==> src/pdacc_pkg.sv <==
// constants and types of the power-down clock control
// Behaviour
// - State select: 0,1 low, 2 ultra, 3 off.
// - Measure select picks none, discrete or continuous mixes asleep.
// - Low bias bit gives ten percent bias asleep.
// - Ultra bias bit gives five percent bias asleep.
// - Both bias bits give fifteen percent.
// - Refbuf cancellation powered asleep only while measuring.
// - Key write, then chip select rise, enters power-down.
// - Discrete mixes: counted current-only runs before each full measurement.
// - Base clock 4MHz in full power, 125kHz asleep.
// - Shared modulator clock and chop clock.
// - Full power modulator clock is 4MHz over twice divider.
// - Full power divider zero gives 2MHz.
// - Chop clock is modulator over two to chop field plus one.
// - Modulator base lags by position plus one fast cycles.
// - Chop base shifted zero to four fast cycles.
// - Chop delay is chop minus modulator position, modulo five.
// - Asleep, modulator is 125kHz over twice divider; zero gives 62.5kHz.
// - On wake, full power config returns before processor clock.
package pdacc_pkg;
   localparam logic [7:0] ADDR_FULL_POWER_CONFIG      = 8'h53;
   localparam logic [7:0] ADDR_DISCRETE_CURRENT_COUNT = 8'h5f;
   localparam logic [7:0] ADDR_POWER_DOWN_CONFIG      = 8'h64;
   localparam logic [7:0] ADDR_POWER_DOWN_TRIGGER     = 8'h65;
   localparam logic [7:0] ADDR_LP_DIV_LO              = 8'hb0;
   localparam logic [7:0] ADDR_LP_DIV_HI              = 8'hb1;
   localparam logic [7:0] ADDR_FP_CFG_LO              = 8'hb2;
   localparam logic [7:0] ADDR_FP_CFG_HI              = 8'hb3;

   localparam logic [7:0] TRIGGER_KEY = 8'ha9;

   localparam logic [7:0] RST_FULL_POWER_CONFIG = 8'h00;
   localparam logic [7:0] RST_POWER_DOWN_CONFIG = 8'h20;
   localparam logic [7:0] RST_DISCRETE_COUNT    = 8'h00;
   localparam logic [9:0] RST_LP_DIV            = 10'h018;
   localparam logic [9:0] RST_FP_DIV            = 10'h008;
   localparam logic [2:0] RST_CHOP_POS          = 3'h2;
   localparam logic [1:0] RST_MOD_POS           = 2'h2;

   localparam int FPC_POWER_LO   = 0;
   localparam int FPC_POWER_HI   = 1;
   localparam int FPC_CUT_LOW    = 3;
   localparam int FPC_CUT_ULTRA  = 4;
   localparam int FPC_REFBUF_OFF = 5;
   localparam logic [7:0] FPC_WRITE_MASK = 8'h3b;

   localparam logic [1:0] SEL_ULTRA = 2'h2;
   localparam logic [1:0] SEL_OFF   = 2'h3;

   localparam logic [2:0] MEAS_NONE     = 3'h0;
   localparam logic [2:0] MEAS_DISC_CUR = 3'h1;
   localparam logic [2:0] MEAS_DISC_INT = 3'h2;
   localparam logic [2:0] MEAS_DISC_EXT = 3'h3;

   localparam logic [1:0] PWR_FULL  = 2'h0;
   localparam logic [1:0] PWR_LOW   = 2'h1;
   localparam logic [1:0] PWR_ULTRA = 2'h2;
   localparam logic [1:0] PWR_OFF   = 2'h3;

   localparam logic [1:0] BIAS_FULL = 2'h0;

   localparam int unsigned REF_CLK_HZ = 200_000_000;
   localparam int unsigned HP_OSC_HZ  = 20_000_000;
   localparam int unsigned FP_BASE_HZ = 4_000_000;
   localparam int unsigned LP_BASE_HZ = 125_000;
   localparam int unsigned HP_TICK_CYCLES = REF_CLK_HZ / HP_OSC_HZ;
   localparam int unsigned LP_TICK_CYCLES = REF_CLK_HZ / LP_BASE_HZ;
   localparam int unsigned FP_PHASES      = HP_OSC_HZ / FP_BASE_HZ;
   localparam logic [3:0]  HP_TICK_LAST   = 4'(HP_TICK_CYCLES - 1);
   localparam logic [10:0] LP_TICK_LAST   = 11'(LP_TICK_CYCLES - 1);
   localparam logic [10:0] LP_HIGH_COUNT  = 11'(LP_TICK_CYCLES / 2);
   localparam logic [2:0]  FP_PHASE_LAST  = 3'(FP_PHASES - 1);
   localparam logic [2:0]  FP_HIGH_PHASES = 3'(FP_PHASES / 2);
   localparam logic [3:0]  FP_PHASE_COUNT = 4'(FP_PHASES);

   typedef struct packed {
      logic       refbuf_power;
      logic       cut_ultra;
      logic       cut_low;
      logic [2:0] measure;
      logic [1:0] state;
   } pdacc_sleep_cfg_type;

   typedef struct packed {
      logic       stopped;
      logic       low_power;
      logic [9:0] half;
      logic [1:0] chop_div;
      logic [2:0] mod_phase;
      logic [2:0] chop_phase;
   } pdacc_clk_cfg_type;

   typedef enum logic [2:0] {
      PS_FULL,
      PS_LOW,
      PS_ULTRA,
      PS_OFF,
      PS_WAKE
   } pdacc_state_type;
endpackage : pdacc_pkg

==> src/pdacc_clk_gen.sv <==
// modulator and chop dividers
`timescale 1ns/1ps
module pdacc_clk_gen
   import pdacc_pkg::*;
#(
   parameter int DIV_W = 10
)
(
   input  wire logic             ref_clk_i,
   input  wire logic             reset_n_i,
   input  wire logic             mod_tick_i,
   input  wire logic             chop_tick_i,
   input  wire logic             restart_i,
   input  wire logic [DIV_W-1:0] half_i,
   input  wire logic [1:0]       chop_div_i,
   output logic                  mod_clk_o,
   output logic                  chop_clk_o,
   output logic                  boundary_o
);
   logic [DIV_W-1:0] mod_cnt;
   logic [DIV_W-1:0] next_mod_cnt;
   logic [5:0]       idx;
   logic [5:0]       next_idx;
   logic [DIV_W+4:0] chop_cnt;
   logic [DIV_W+4:0] next_chop_cnt;
   logic             next_mod_clk;
   logic             next_chop_clk;
   logic [DIV_W-1:0] n_eff;
   logic [DIV_W+4:0] chop_last;
   logic [5:0]       idx_last;
   logic             mod_wrap;
   logic             chop_wrap;
   logic             chop_hold;
   logic             next_chop_hold;
   logic             chop_go;

   always_comb
   begin
      // zero divider acts as one
      n_eff = (half_i == '0) ? DIV_W'(1) : half_i;
      chop_last = ((DIV_W+5)'(n_eff) << (3'(chop_div_i) + 3'h1)) - (DIV_W+5)'(1);
      idx_last = (6'h04 << chop_div_i) - 6'h01;
      mod_wrap = mod_tick_i && (mod_cnt == n_eff - DIV_W'(1));
      chop_go = chop_tick_i && (!chop_hold || mod_tick_i);
      chop_wrap = chop_go && (chop_cnt == chop_last);
      boundary_o = mod_wrap && (idx == idx_last);
      next_mod_cnt = mod_cnt;
      next_idx = idx;
      next_chop_cnt = chop_cnt;
      next_mod_clk = mod_clk_o;
      next_chop_clk = chop_clk_o;
      next_chop_hold = chop_hold && !mod_tick_i;
      if (restart_i)
      begin
         next_mod_cnt = '0;
         next_idx = '0;
         next_chop_cnt = '0;
         next_mod_clk = 1'b0;
         next_chop_clk = 1'b0;
         next_chop_hold = 1'b1;
      end
      else
      begin
         if (mod_tick_i)
         begin
            next_mod_cnt = mod_wrap ? '0 : mod_cnt + DIV_W'(1);
         end
         if (mod_wrap)
         begin
            next_mod_clk = ~mod_clk_o;
            next_idx = boundary_o ? '0 : idx + 6'h01;
         end
         if (chop_go)
         begin
            next_chop_cnt = chop_wrap ? '0 : chop_cnt + (DIV_W+5)'(1);
         end
         if (chop_wrap)
         begin
            next_chop_clk = ~chop_clk_o;
         end
      end
   end

   always_ff @(posedge ref_clk_i)
   begin
      if (!reset_n_i)
      begin
         mod_cnt <= '0;
         idx <= '0;
         chop_cnt <= '0;
         mod_clk_o <= 1'b0;
         chop_clk_o <= 1'b0;
         chop_hold <= 1'b1;
      end
      else
      begin
         mod_cnt <= next_mod_cnt;
         idx <= next_idx;
         chop_cnt <= next_chop_cnt;
         mod_clk_o <= next_mod_clk;
         chop_clk_o <= next_chop_clk;
         chop_hold <= next_chop_hold;
      end
   end
endmodule : pdacc_clk_gen

==> src/pdacc_ctrl.sv <==
// power-down control and converter clocks
`timescale 1ns/1ps
module pdacc_ctrl
   import pdacc_pkg::*;
(
   input  wire logic       ref_clk_i,
   input  wire logic       reset_n_i,
   input  wire logic [7:0] reg_addr_i,
   input  wire logic [7:0] reg_wdata_i,
   input  wire logic       reg_write_i,
   input  wire logic       reg_read_i,
   input  wire logic       chip_select_n_i,
   input  wire logic       wake_i,
   input  wire logic       measure_trigger_i,
   input  wire logic       measurement_active_i,
   input  wire logic [1:0] chop_divider_i,
   output logic [7:0]      reg_rdata_o,
   output logic [1:0]      power_state_o,
   output logic            cpu_clock_enable_o,
   output logic [1:0]      bias_select_o,
   output logic            refbuf_cancel_power_o,
   output logic [1:0]      analog_power_o,
   output logic            measure_start_o,
   output logic [2:0]      measure_kind_o,
   output logic            base_clk_o,
   output logic            mod_clk_o,
   output logic            chop_clk_o
);
   // register file
   logic [7:0]          full_power_config;
   logic [7:0]          next_full_power_config;
   pdacc_sleep_cfg_type power_down_config;
   pdacc_sleep_cfg_type next_power_down_config;
   logic [7:0]          discrete_current_count;
   logic [7:0]          next_discrete_current_count;
   logic [9:0]          low_power_mod_divider;
   logic [9:0]          next_low_power_mod_divider;
   logic [9:0]          full_power_mod_divider;
   logic [9:0]          next_full_power_mod_divider;
   logic [2:0]          chop_clock_position;
   logic [2:0]          next_chop_clock_position;
   logic [1:0]          mod_clock_position;
   logic [1:0]          next_mod_clock_position;
   logic [7:0]          next_rdata;
   logic                key_write;

   always_comb
   begin
      next_full_power_config = full_power_config;
      next_power_down_config = power_down_config;
      next_discrete_current_count = discrete_current_count;
      next_low_power_mod_divider = low_power_mod_divider;
      next_full_power_mod_divider = full_power_mod_divider;
      next_chop_clock_position = chop_clock_position;
      next_mod_clock_position = mod_clock_position;
      next_rdata = reg_rdata_o;
      key_write = 1'b0;
      if (reg_write_i)
      begin
         case (reg_addr_i)
            ADDR_FULL_POWER_CONFIG: next_full_power_config = reg_wdata_i & FPC_WRITE_MASK;
            ADDR_POWER_DOWN_CONFIG: next_power_down_config = reg_wdata_i;
            ADDR_DISCRETE_CURRENT_COUNT: next_discrete_current_count = reg_wdata_i;
            ADDR_LP_DIV_LO: next_low_power_mod_divider[7:0] = reg_wdata_i;
            ADDR_LP_DIV_HI: next_low_power_mod_divider[9:8] = reg_wdata_i[1:0];
            ADDR_FP_CFG_LO: next_full_power_mod_divider[7:0] = reg_wdata_i;
            ADDR_FP_CFG_HI:
            begin
               next_full_power_mod_divider[9:8] = reg_wdata_i[1:0];
               next_chop_clock_position = reg_wdata_i[5:3];
               next_mod_clock_position = reg_wdata_i[7:6];
            end
            ADDR_POWER_DOWN_TRIGGER: key_write = 1'b1;
            default: key_write = 1'b0;
         endcase
      end
      if (reg_read_i)
      begin
         case (reg_addr_i)
            ADDR_FULL_POWER_CONFIG: next_rdata = full_power_config;
            ADDR_POWER_DOWN_CONFIG: next_rdata = power_down_config;
            ADDR_DISCRETE_CURRENT_COUNT: next_rdata = discrete_current_count;
            ADDR_LP_DIV_LO: next_rdata = low_power_mod_divider[7:0];
            ADDR_LP_DIV_HI: next_rdata = {6'h00, low_power_mod_divider[9:8]};
            ADDR_FP_CFG_LO: next_rdata = full_power_mod_divider[7:0];
            ADDR_FP_CFG_HI:
               next_rdata = {mod_clock_position, chop_clock_position, 1'b0,
                             full_power_mod_divider[9:8]};
            default: next_rdata = 8'h00;
         endcase
      end
   end

   always_ff @(posedge ref_clk_i)
   begin
      if (!reset_n_i)
      begin
         full_power_config <= RST_FULL_POWER_CONFIG;
         power_down_config <= RST_POWER_DOWN_CONFIG;
         discrete_current_count <= RST_DISCRETE_COUNT;
         low_power_mod_divider <= RST_LP_DIV;
         full_power_mod_divider <= RST_FP_DIV;
         chop_clock_position <= RST_CHOP_POS;
         mod_clock_position <= RST_MOD_POS;
         reg_rdata_o <= 8'h00;
      end
      else
      begin
         full_power_config <= next_full_power_config;
         power_down_config <= next_power_down_config;
         discrete_current_count <= next_discrete_current_count;
         low_power_mod_divider <= next_low_power_mod_divider;
         full_power_mod_divider <= next_full_power_mod_divider;
         chop_clock_position <= next_chop_clock_position;
         mod_clock_position <= next_mod_clock_position;
         reg_rdata_o <= next_rdata;
      end
   end

   // chip select sync and state machine
   logic            cs_meta;
   logic            cs_sync;
   logic            cs_prev;
   logic            armed;
   logic            next_armed;
   pdacc_state_type state;
   pdacc_state_type next_state;
   logic            cs_rise;

   always_comb
   begin
      cs_rise = cs_sync && !cs_prev;
      next_armed = armed;
      next_state = state;
      case (state)
         PS_FULL:
         begin
            if (cs_rise && armed)
            begin
               next_armed = 1'b0;
               case (power_down_config.state)
                  SEL_ULTRA: next_state = PS_ULTRA;
                  SEL_OFF: next_state = PS_OFF;
                  default: next_state = PS_LOW;
               endcase
            end
         end
         PS_LOW, PS_ULTRA, PS_OFF:
         begin
            if (wake_i)
            begin
               next_state = PS_WAKE;
            end
         end
         // config restored, cpu clock next
         PS_WAKE: next_state = PS_FULL;
         default: next_state = PS_FULL;
      endcase
      if (key_write)
      begin
         next_armed = (reg_wdata_i == TRIGGER_KEY);
      end
   end

   always_ff @(posedge ref_clk_i)
   begin
      if (!reset_n_i)
      begin
         cs_meta <= 1'b1;
         cs_sync <= 1'b1;
         cs_prev <= 1'b1;
         armed <= 1'b0;
         state <= PS_FULL;
      end
      else
      begin
         cs_meta <= chip_select_n_i;
         cs_sync <= cs_meta;
         cs_prev <= cs_sync;
         armed <= next_armed;
         state <= next_state;
      end
   end

   // discrete sequencing
   logic [7:0] disc_cnt;
   logic [7:0] next_disc_cnt;
   logic       next_measure_start;
   logic [2:0] next_measure_kind;
   logic       asleep_meas;

   always_comb
   begin
      asleep_meas = (state == PS_LOW) || (state == PS_ULTRA);
      next_disc_cnt = disc_cnt;
      next_measure_start = 1'b0;
      next_measure_kind = measure_kind_o;
      if (!asleep_meas)
      begin
         next_disc_cnt = 8'h00;
      end
      else if (measure_trigger_i && (power_down_config.measure != MEAS_NONE))
      begin
         next_measure_start = 1'b1;
         next_measure_kind = power_down_config.measure;
         if ((power_down_config.measure == MEAS_DISC_INT) ||
             (power_down_config.measure == MEAS_DISC_EXT))
         begin
            if (disc_cnt < discrete_current_count)
            begin
               next_measure_kind = MEAS_DISC_CUR;
               next_disc_cnt = disc_cnt + 8'h01;
            end
            else
            begin
               next_disc_cnt = 8'h00;
            end
         end
      end
   end

   always_ff @(posedge ref_clk_i)
   begin
      if (!reset_n_i)
      begin
         disc_cnt <= 8'h00;
         measure_start_o <= 1'b0;
         measure_kind_o <= MEAS_NONE;
      end
      else
      begin
         disc_cnt <= next_disc_cnt;
         measure_start_o <= next_measure_start;
         measure_kind_o <= next_measure_kind;
      end
   end

   // base clock events
   logic [3:0]  hp_cnt;
   logic [3:0]  next_hp_cnt;
   logic [2:0]  fp_phase;
   logic [2:0]  next_fp_phase;
   logic [10:0] lp_cnt;
   logic [10:0] next_lp_cnt;
   logic        hp_tick;
   logic        lp_tick;

   always_comb
   begin
      hp_tick = (hp_cnt == HP_TICK_LAST);
      lp_tick = (lp_cnt == LP_TICK_LAST);
      next_hp_cnt = hp_tick ? 4'h0 : hp_cnt + 4'h1;
      next_lp_cnt = lp_tick ? 11'h000 : lp_cnt + 11'h001;
      next_fp_phase = fp_phase;
      if (hp_tick)
      begin
         next_fp_phase = (fp_phase == FP_PHASE_LAST) ? 3'h0 : fp_phase + 3'h1;
      end
   end

   always_ff @(posedge ref_clk_i)
   begin
      if (!reset_n_i)
      begin
         hp_cnt <= 4'h0;
         fp_phase <= 3'h0;
         lp_cnt <= 11'h000;
      end
      else
      begin
         hp_cnt <= next_hp_cnt;
         fp_phase <= next_fp_phase;
         lp_cnt <= next_lp_cnt;
      end
   end

   // clock configuration, applied at chop boundary
   pdacc_clk_cfg_type wanted_cfg;
   pdacc_clk_cfg_type active_cfg;
   pdacc_clk_cfg_type next_active_cfg;
   logic              cfg_valid;
   logic              next_cfg_valid;
   logic              boundary;
   logic              restart;
   logic              mod_tick;
   logic              chop_tick;
   logic [3:0]        chop_sum;

   always_comb
   begin
      chop_sum = 4'(chop_clock_position) + 4'h1;
      wanted_cfg.stopped = (state == PS_OFF);
      wanted_cfg.low_power = (state == PS_LOW) || (state == PS_ULTRA);
      wanted_cfg.half = wanted_cfg.low_power ? low_power_mod_divider
                                             : full_power_mod_divider;
      wanted_cfg.chop_div = chop_divider_i;
      wanted_cfg.mod_phase = 3'(mod_clock_position) + 3'h1;
      wanted_cfg.chop_phase = (chop_sum >= FP_PHASE_COUNT) ? 3'(chop_sum - FP_PHASE_COUNT)
                                                           : 3'(chop_sum);
      restart = (wanted_cfg != active_cfg) &&
                (boundary || active_cfg.stopped || !cfg_valid);
      next_active_cfg = restart ? wanted_cfg : active_cfg;
      next_cfg_valid = 1'b1;
      if (active_cfg.stopped)
      begin
         mod_tick = 1'b0;
         chop_tick = 1'b0;
      end
      else if (active_cfg.low_power)
      begin
         // asleep, no edge shift
         mod_tick = lp_tick;
         chop_tick = lp_tick;
      end
      else
      begin
         mod_tick = hp_tick && (next_fp_phase == active_cfg.mod_phase);
         chop_tick = hp_tick && (next_fp_phase == active_cfg.chop_phase);
      end
   end

   always_ff @(posedge ref_clk_i)
   begin
      if (!reset_n_i)
      begin
         active_cfg <= '0;
         cfg_valid <= 1'b0;
      end
      else
      begin
         active_cfg <= next_active_cfg;
         cfg_valid <= next_cfg_valid;
      end
   end

   pdacc_clk_gen #(
      .DIV_W (10)
   ) u_clk_gen (
      .ref_clk_i   (ref_clk_i),
      .reset_n_i   (reset_n_i),
      .mod_tick_i  (mod_tick),
      .chop_tick_i (chop_tick),
      .restart_i   (restart),
      .half_i      (active_cfg.half),
      .chop_div_i  (active_cfg.chop_div),
      .mod_clk_o   (mod_clk_o),
      .chop_clk_o  (chop_clk_o),
      .boundary_o  (boundary)
   );

   // registered outputs
   logic [1:0] next_power_state;
   logic       next_cpu_clock_enable;
   logic [1:0] next_bias_select;
   logic       next_refbuf;
   logic [1:0] next_analog_power;
   logic       next_base_clk;

   always_comb
   begin
      next_cpu_clock_enable = (state == PS_FULL);
      next_power_state = PWR_FULL;
      next_bias_select = {full_power_config[FPC_CUT_ULTRA], full_power_config[FPC_CUT_LOW]};
      next_refbuf = !full_power_config[FPC_REFBUF_OFF];
      next_analog_power = full_power_config[FPC_POWER_HI:FPC_POWER_LO];
      next_base_clk = (fp_phase < FP_HIGH_PHASES);
      case (state)
         PS_LOW, PS_ULTRA:
         begin
            next_power_state = (state == PS_LOW) ? PWR_LOW : PWR_ULTRA;
            // code 1 ten, 2 five, 3 fifteen percent bias
            next_bias_select = {power_down_config.cut_ultra,
                                power_down_config.cut_low};
            next_refbuf = power_down_config.refbuf_power && measurement_active_i &&
                          (power_down_config.measure != MEAS_NONE);
            next_analog_power = {2{power_down_config.measure != MEAS_NONE}};
            next_base_clk = (lp_cnt < LP_HIGH_COUNT);
         end
         PS_OFF:
         begin
            next_power_state = PWR_OFF;
            next_bias_select = BIAS_FULL;
            next_refbuf = 1'b0;
            next_analog_power = 2'h0;
            next_base_clk = 1'b0;
         end
         default: next_power_state = PWR_FULL;
      endcase
   end

   always_ff @(posedge ref_clk_i)
   begin
      if (!reset_n_i)
      begin
         power_state_o <= PWR_FULL;
         cpu_clock_enable_o <= 1'b0;
         bias_select_o <= BIAS_FULL;
         refbuf_cancel_power_o <= 1'b0;
         analog_power_o <= 2'h0;
         base_clk_o <= 1'b0;
      end
      else
      begin
         power_state_o <= next_power_state;
         cpu_clock_enable_o <= next_cpu_clock_enable;
         bias_select_o <= next_bias_select;
         refbuf_cancel_power_o <= next_refbuf;
         analog_power_o <= next_analog_power;
         base_clk_o <= next_base_clk;
      end
   end
endmodule : pdacc_ctrl

==> config.mk <==
export PLATFORM = sky130hd
export DESIGN_NAME = pdacc_ctrl
export DESIGN_NICKNAME = d
export VERILOG_FILES = /design/src/pdacc_pkg.sv /design/src/pdacc_clk_gen.sv /design/src/pdacc_ctrl.sv
export SDC_FILE = /design/constraint.sdc
export NUM_CORES = 1
export LEC_CHECK = 0
export BUFFER_PORTS_ARGS = -buffer_cell sky130_fd_sc_hd__buf_2
export CORE_UTILIZATION = 55
export DETAILED_ROUTE_END_ITERATION = 6
export PLACE_DENSITY = 0.74
export SLEW_MARGIN = 10
export SYNTH_ARGS = -nofsm -noshare
export SYNTH_HDL_FRONTEND = slang
export SYNTH_HIERARCHICAL = 1
export SYNTH_SLANG_ARGS = --single-unit
==> constraint.sdc <==
create_clock -name ref_clk_i -period 4.7 [get_ports ref_clk_i]
set_clock_uncertainty 0.1 [all_clocks]
set_input_delay 0.47 -clock ref_clk_i [delete_from_list [all_inputs] [get_ports ref_clk_i]]
set_output_delay 0.47 -clock ref_clk_i [all_outputs]
set_load 0.1 [all_outputs]
==> results of run 1 <==
==> state kept, by name, indices dropped and copies added (netlist names), 2 cells and up <==
signal                  flops
disc_cnt                    8
hp_cnt                      4
reg_rdata_o                 8
full_power_mod_divider     10
chop_clock_position         3
analog_power_o              2
state                       3
measure_kind_o              3
discrete_current_count      8
u_clk_gen/idx               6
low_power_mod_divider      10
lp_cnt                     11
u_clk_gen/chop_cnt         15
full_power_config           5
power_state_o               2
fp_phase                    3
power_down_config           8
u_clk_gen/mod_cnt          10
bias_select_o               2
active_cfg                 20
mod_clock_position          2
==> synthesized netlist by cell type (all sizes together), types with 5 or more instances <==
| master | n | share of area, % |
|---|---|---|
| nand2 | 91 | 3.6 |
| a21boi | 19 | 1.5 |
| a221oi | 6 | 0.55 |
| o2111ai | 10 | 0.92 |
| and3 | 16 | 1.1 |
| mux2 | 8 | 0.95 |
| ha | 25 | 3.3 |
| a21o | 8 | 0.63 |
| dfxtp | 155 | 33 |
| mux2i | 60 | 6.3 |
| nand3 | 65 | 3.7 |
| xnor2 | 42 | 4.1 |
| o22ai | 11 | 0.72 |
| nor4 | 12 | 1.0 |
| nor2 | 90 | 3.6 |
| inv | 43 | 1.7 |
| nand2b | 20 | 1.3 |
| and2 | 21 | 1.4 |
| a22oi | 9 | 0.71 |
| nand4 | 21 | 1.4 |
| o211a | 12 | 1.3 |
| nand3b | 5 | 0.39 |
| nor3b | 6 | 0.47 |
| clkbuf | 37 | 1.5 |
| xor2 | 51 | 4.7 |
| buf | 26 | 1.8 |
| mux4 | 7 | 1.7 |
| o21a | 7 | 0.55 |
| nor3 | 28 | 2.0 |
| o21ai | 30 | 1.7 |
| a22o | 6 | 0.55 |
| nor2b | 43 | 2.8 |
| a21oi | 40 | 2.3 |
==> where the power goes <==
group	internal, mW	switching (mW)	total (mW)
Sequential	1.33	0.0131	1.34
Clock	0.774	0.593	1.37
Combinational	0.173	0.270	0.443
Total	2.28	0.876	3.15
==> final cells by class <==
class | instances | area (µm²) | area share, %
Multi-Input combinational cell | 846 | 5940 | 56.7
Clock buffer | 20 | 457 | 4.35
Sequential cell | 155 | 3100 | 29.6
Timing Repair Buffer | 71 | 413 | 3.94
Inverter | 44 | 165 | 1.57
Clock inverter | 12 | 134 | 1.28
Tap cell | 220 | 275 | 2.62
==> per-stage QoR <==
| stage | instance area [µm²] | hold slack, ns |
|---|---|---|
| finish | 10500 | 0.121 |
| global route | 10500 | 0.112 |
| CTS | 10500 | 0.105 |
| detailed placement | 9880 | 0.311 |
| global placement | 9880 | 0.289 |
| floorplan | 9530 | 0.286 |
==> path summary, 6_finish.rpt <==
kind	to	slack [ns]	start	cells past startpoint
max	u_clk_gen/chop_clk_o	0.45	active_cfg[6]	14
min	cs_meta	0.12	chip_select_n_i	2
max reg2reg	u_clk_gen/chop_clk_o	0.45	active_cfg[6]	14
min reg2reg	cs_sync	0.33	cs_meta	1
==> layer usage <==
layer | wire length [µm] | track usage, % | vias to the layer above
met2 | 11400 | 45.9 | 271
li1 | - | - | 4008
met5 | 0 | 0 | -
met1 | 10200 | 34.0 | 3852
met4 | 498 | 10.2 | 0
met3 | 1290 | 5.14 | 38
==> logic make-up (layout without fill, tap and decap cells) <==
group                      after synthesis  after routing  synth area share [%]
AOI/OAI and AO/OA                      204            204                  15.7
xor gates and xnor gates                94             94                  9.00
adders and majority gates               25             25                  3.29
buffers and inverters                  107            147                  5.01
DFF                                    155            155                  32.6
muxes                                   75             75                  8.91
and+or+nand+nor                        448            448                  25.5
==> timing repair <==
| item | 4_1_cts | 5_1_grt |
|---|---|---|
| endpoints found under the setup margin | 0 | 17 |
| gates resized for setup | 0 | 1 |
| buffers inserted | 0 | 2 |
==> metrics, run 1 <==
outcome=finished, violations left; failing checks=design-rule violations; total design power=roughly 3.2 mW; Util after Layout=62.6%; Synth Cell Area=between 9000 and 10000 µm²; Final ANT Viol Nets=0; Final min period=roughly 4.2 ns; Cells after DPL=~1300; CP max FO=18; max-slew headroom at the worst pin=a little under two fifths; largest net degree at the start of global routing=57; CTS max path bufs=2; H-tree Lvls=4; Max Cap Viol=0; Pins Over Slew Limit=0; Final WS setup=roughly 0.45 ns; Starting Density=between 50 and 60%; worst skew pair latency=roughly 0.43 ns; Total GRT Usage=around 27%; CP required=~5.0 ns; DR pass1 iterations=7; Remaining Overflow, GRT=0; Layout Cells excl Fill=approximately 1400; Sink Count=between 150 and 200; Post-Synthesis Cells=1108; initial antenna violation count=0; final setup violation count=0; Residual DRC=13; CP endpoint kind=register; first-pass GRT wire length=approximately 39 mm; final worst-path cycle share=90.4%; FILL cells=around 1500; share of cells above drive strength 1=about 14%; IO Port Bufs=48; commonest cells after routing, fill and taps aside=155 x dfxtp_1, 91 x nand2_1, 89 x nor2_1; Post-synth EDFFs=0; slew at the pin closest to its max-slew limit=0.942 ns; Die X=approximately 130 µm; Static Leak=4.19 nW; setup TNS=0 ns; clk slew on worst S/H paths=~0.07 ns; PwrDens=between 300 and 400 nW/µm²; Rows=47; drt total wl=about 23 mm; gp weighted congestion=between 0.8 and 0.9; Core Area=approximately 17000 µm²; unrepaired setup endpoints after global routing=false; most common library cell in the layout ignoring fill and taps=dfxtp_1; Crit Path Class=reg2reg; initial drt markers=704; worst slack, placed=between 0.2 and 0.3 ns; Top FF cell, synth=dfxtp_1; Area Growth Syn to Fin=10.2%; die height=134 µm; Max Freq=between 200 and 250 MHz; count of different cell masters after synthesis=86; Ys Warns=6; antenna diode count=0; CTS tree=yes; worst path bufs/invs=4; CTS Hold Bufs=0; I/O pin count=about 50; syn_nets=1159; CP max-delay cell=ha_2; startpoint types=register; post-synthesis sequential area ratio=around 33%; Total Nets Final=approximately 1200; Routed WL per cell=17.1 µm; detailed-route via count=between 8000 and 9000; Final Hold Viols=0; Yosys reg bits=between 150 and 200; root buf cell=clkbuf_16; die area=roughly 18000 µm²; delay-heaviest family, CP=buffers and inverters; CP max stage delay=0.63 ns; via/cell ratio=5.97; dpl hpwl=about 17 mm; crit path cell chain=clkinv_1 -> ha_2 -> buf_4 -> buf_4 -> mux2i_1 -> mux2_2 -> nor2_1 -> a211oi_1 -> nand3_1 -> mux2i_1 -> a221oi_1 -> nor4_4 -> buf_4 -> mux2i_1; Inserted Clock Buffers=17; ys async rst share=0%; worst min-delay path class=in2reg; Syn Area/Cell=8.59 µm²; arrival time at the worst endpoint=about 4.5 ns; maximum VDD drop=around 0.27 mV; vias in the first global route=~8000
No activity file was read; power rests on OpenSTA's default activity.
==> run 2, diff against run 1 <==
--- a/config.mk
+++ b/config.mk
@@ -8,7 +8,7 @@
 export BUFFER_PORTS_ARGS = -buffer_cell sky130_fd_sc_hd__buf_2
 export CORE_UTILIZATION = 55
 export DETAILED_ROUTE_END_ITERATION = 6
-export PLACE_DENSITY = 0.74
+export PLACE_DENSITY = 0.8
 export SLEW_MARGIN = 10
 export SYNTH_ARGS = -nofsm -noshare
 export SYNTH_HDL_FRONTEND = slang
==> run 2 against run 1 <==
  * The flow now finishes without violations
  * Clock power down 4%
  * Setup slack got worse by 0.085 ns
  * Hold slack worse by 0.0084 ns
  * Maximum frequency decreased by 2.0%
  * Largest cell class unchanged
  * Largest power group is now sequential cells
==> metrics, run 2 (synthesis gave the netlist of run 1 again) <==
I/O pin count=between 40 and 50; initial drt markers=682; unrepaired setup endpoints after global routing=false; clk slew on worst S/H paths=approximately 0.07 ns; Fin Hold WS=between 0.1 and 0.15 ns; most common library cell in the layout ignoring fill and taps=dfxtp_1; antenna diode count=0; largest net degree at the start of global routing=just under 80; flop-to-flop setup slack=approximately 0.37 ns; DR pass1 iterations=6; Final min period=between 4 and 5 ns; outcome=complete, no violations; share of cells above drive strength 1=a little over an eighth; worst r2r src=active_cfg[12]; Total Nets Final=1183; CTS tree=yes; Worst Min Path Start=chip_select_n_i; initial antenna violation count=0; post-CTS setup buffers=0; Final ANT Viol Nets=0; first-pass GRT wire length=roughly 38 mm; Residual DRC=0; H-tree Lvls=4; crit path cell chain=or4_4 -> o31ai_4 -> inv_2 -> ha_1 -> nor3b_1 -> nand2_1 -> xnor2_1 -> nand4_1 -> or4_1 -> a21oi_4 -> nand2_1 -> nor2_1 -> nor2_1 -> and2_1 -> nor2_2 -> nand2b_1 -> buf_4 -> nor3_1; die height=~130 µm; maximum VDD drop=0.333 mV; worst slack, placed=around 0.32 ns; Crit Path Class=reg2reg; worst skew pair latency=0.43 ns; final setup violation count=0; Cells after DPL=approximately 1300; Critical path origin=active_cfg[12]; Rows=between 40 and 50; max-slew headroom at the worst pin=between 30% and 40%; Sink Count=around 160; Most flops, register=active_cfg; gp weighted congestion=0.897; Starting Density=56.8%; largest registers=active_cfg x20, u_clk_gen/chop_cnt x15, lp_cnt x11; Remaining Overflow, GRT=0; Pins Over Slew Limit=0; Largest register FFs=20; dpl hpwl=16.6 mm; final worst-path cycle share=between 90% and 100%; commonest cells after routing, fill and taps aside=155 x dfxtp_1, 91 x nand2_1, 89 x nor2_1; Worst Hold Path EP=cs_meta; Worst R2R Path Depth=18; CP endpoint kind=register; CP required=4.90 ns; root buf cell=clkbuf_16; arrival time at the worst endpoint=about 4.5 ns; Max Freq=231 MHz; setup TNS=0 ns; Max Cap Viol=0; startpoint types=register; Hold Path Stages=2; Inserted Clock Buffers=17; die area=about 18000 µm²; CTS max path bufs=2; CP max FO=13; drt total wl=approximately 23 mm; worst min-delay path class=in2reg; Die X=between 100 and 150 µm; via/cell ratio=6.05; Core Area=about 17000 µm²; Total GRT Usage=a little over a quarter; IO Port Bufs=48; post_cts resized=0; Layout Cells excl Fill=approximately 1400; Static Leak=around 4.1 nW; Reg-to-Reg End=u_clk_gen/chop_cnt[3]; slew at the pin closest to its max-slew limit=0.946 ns; CP max stage delay=between 0.5 and 0.6 ns; vias in the first global route=~7700; Final Hold Viols=0; Routed WL per cell=17.1 µm; detailed-route via count=between 8000 and 9000; Area Growth Syn to Fin=9.53%; Final WS setup=0.367 ns; CP max-delay cell=or4_4; PwrDens=just under 300 nW/µm²; CTS Hold Bufs=0
[run 2: changes by cell type in the layout (fill, tap and decap cells not counted), sizes merged]
cell / delta
inv: +3
clkinvlp: +2
bufinv: -1
clkinv: -4
buf: -3
[run 2: final cells by class]
| type | count | area (µm²) |
|---|---|---|
| fill | 1420 | 6330 |
| multi-input combinational | 846 | 5940 |
| sequential | 155 | 3100 |
| clock buffer | 20 | 447 |
| timing repair buffer | 68 | 390 |
| tap | 220 | 275 |
| inverter | 44 | 165 |
| clock inverter | 12 | 105 |
[run 2: where the power goes]
| part | total (mW) | switching [mW] | internal [mW] | leakage, nW |
|---|---|---|---|---|
| registers | 1.34 | 0.0128 | 1.33 | 1.26 |
| clock network | 1.31 | 0.605 | 0.707 | 0.264 |
| logic | 0.442 | 0.269 | 0.172 | 2.63 |
| total | 3.09 | 0.887 | 2.21 | 4.15 |
[run 2: critical path, delay by kind of cell, from the launching register on]
| family | cells | cell delay [ns] |
|---|---|---|
| fa+ha+maj | 1 | 0.23 |
| compound gates | 2 | 0.48 |
| buf+inv | 2 | 0.39 |
| flops | 1 | 0.31 |
| simple gates | 12 | 2.61 |
| xor+xnor | 1 | 0.11 |
[run 2: per-layer routing]
metal / vias to the layer above / GRT usage (%) / share of wire (%) / wire, µm
li1: 4001 / - / - / -
met3: 62 / 4.30 / 5.1 / 1200
met4: 0 / 10.9 / 3.3 / 762
met2: 301 / 45.6 / 49 / 11400
met5: - / 0 / 0 / 0
met1: 3900 / 32.9 / 43 / 10000
[run 2: per-stage QoR]
step	total power, mW	utilization [%]	area (µm²)
final	3.09	62.2	10400
after global routing	3.21	62.2	10400
after CTS	3.09	62.2	10400
after detailed placement	1.80	58.9	9880
after global placement	1.80	58.9	9880
after floorplan	1.71	-	9530
[run 2: worst max path at each step]
stage	to	slack, ns
after floorplan	u_clk_gen/chop_cnt[10]	0.03
after global placement	active_cfg[6]	0.50
after detailed placement	u_clk_gen/chop_cnt[3]	0.32
after CTS	u_clk_gen/chop_cnt[3]	0.30
after global routing	u_clk_gen/chop_cnt[2]	0.05
final	u_clk_gen/chop_cnt[3]	0.37
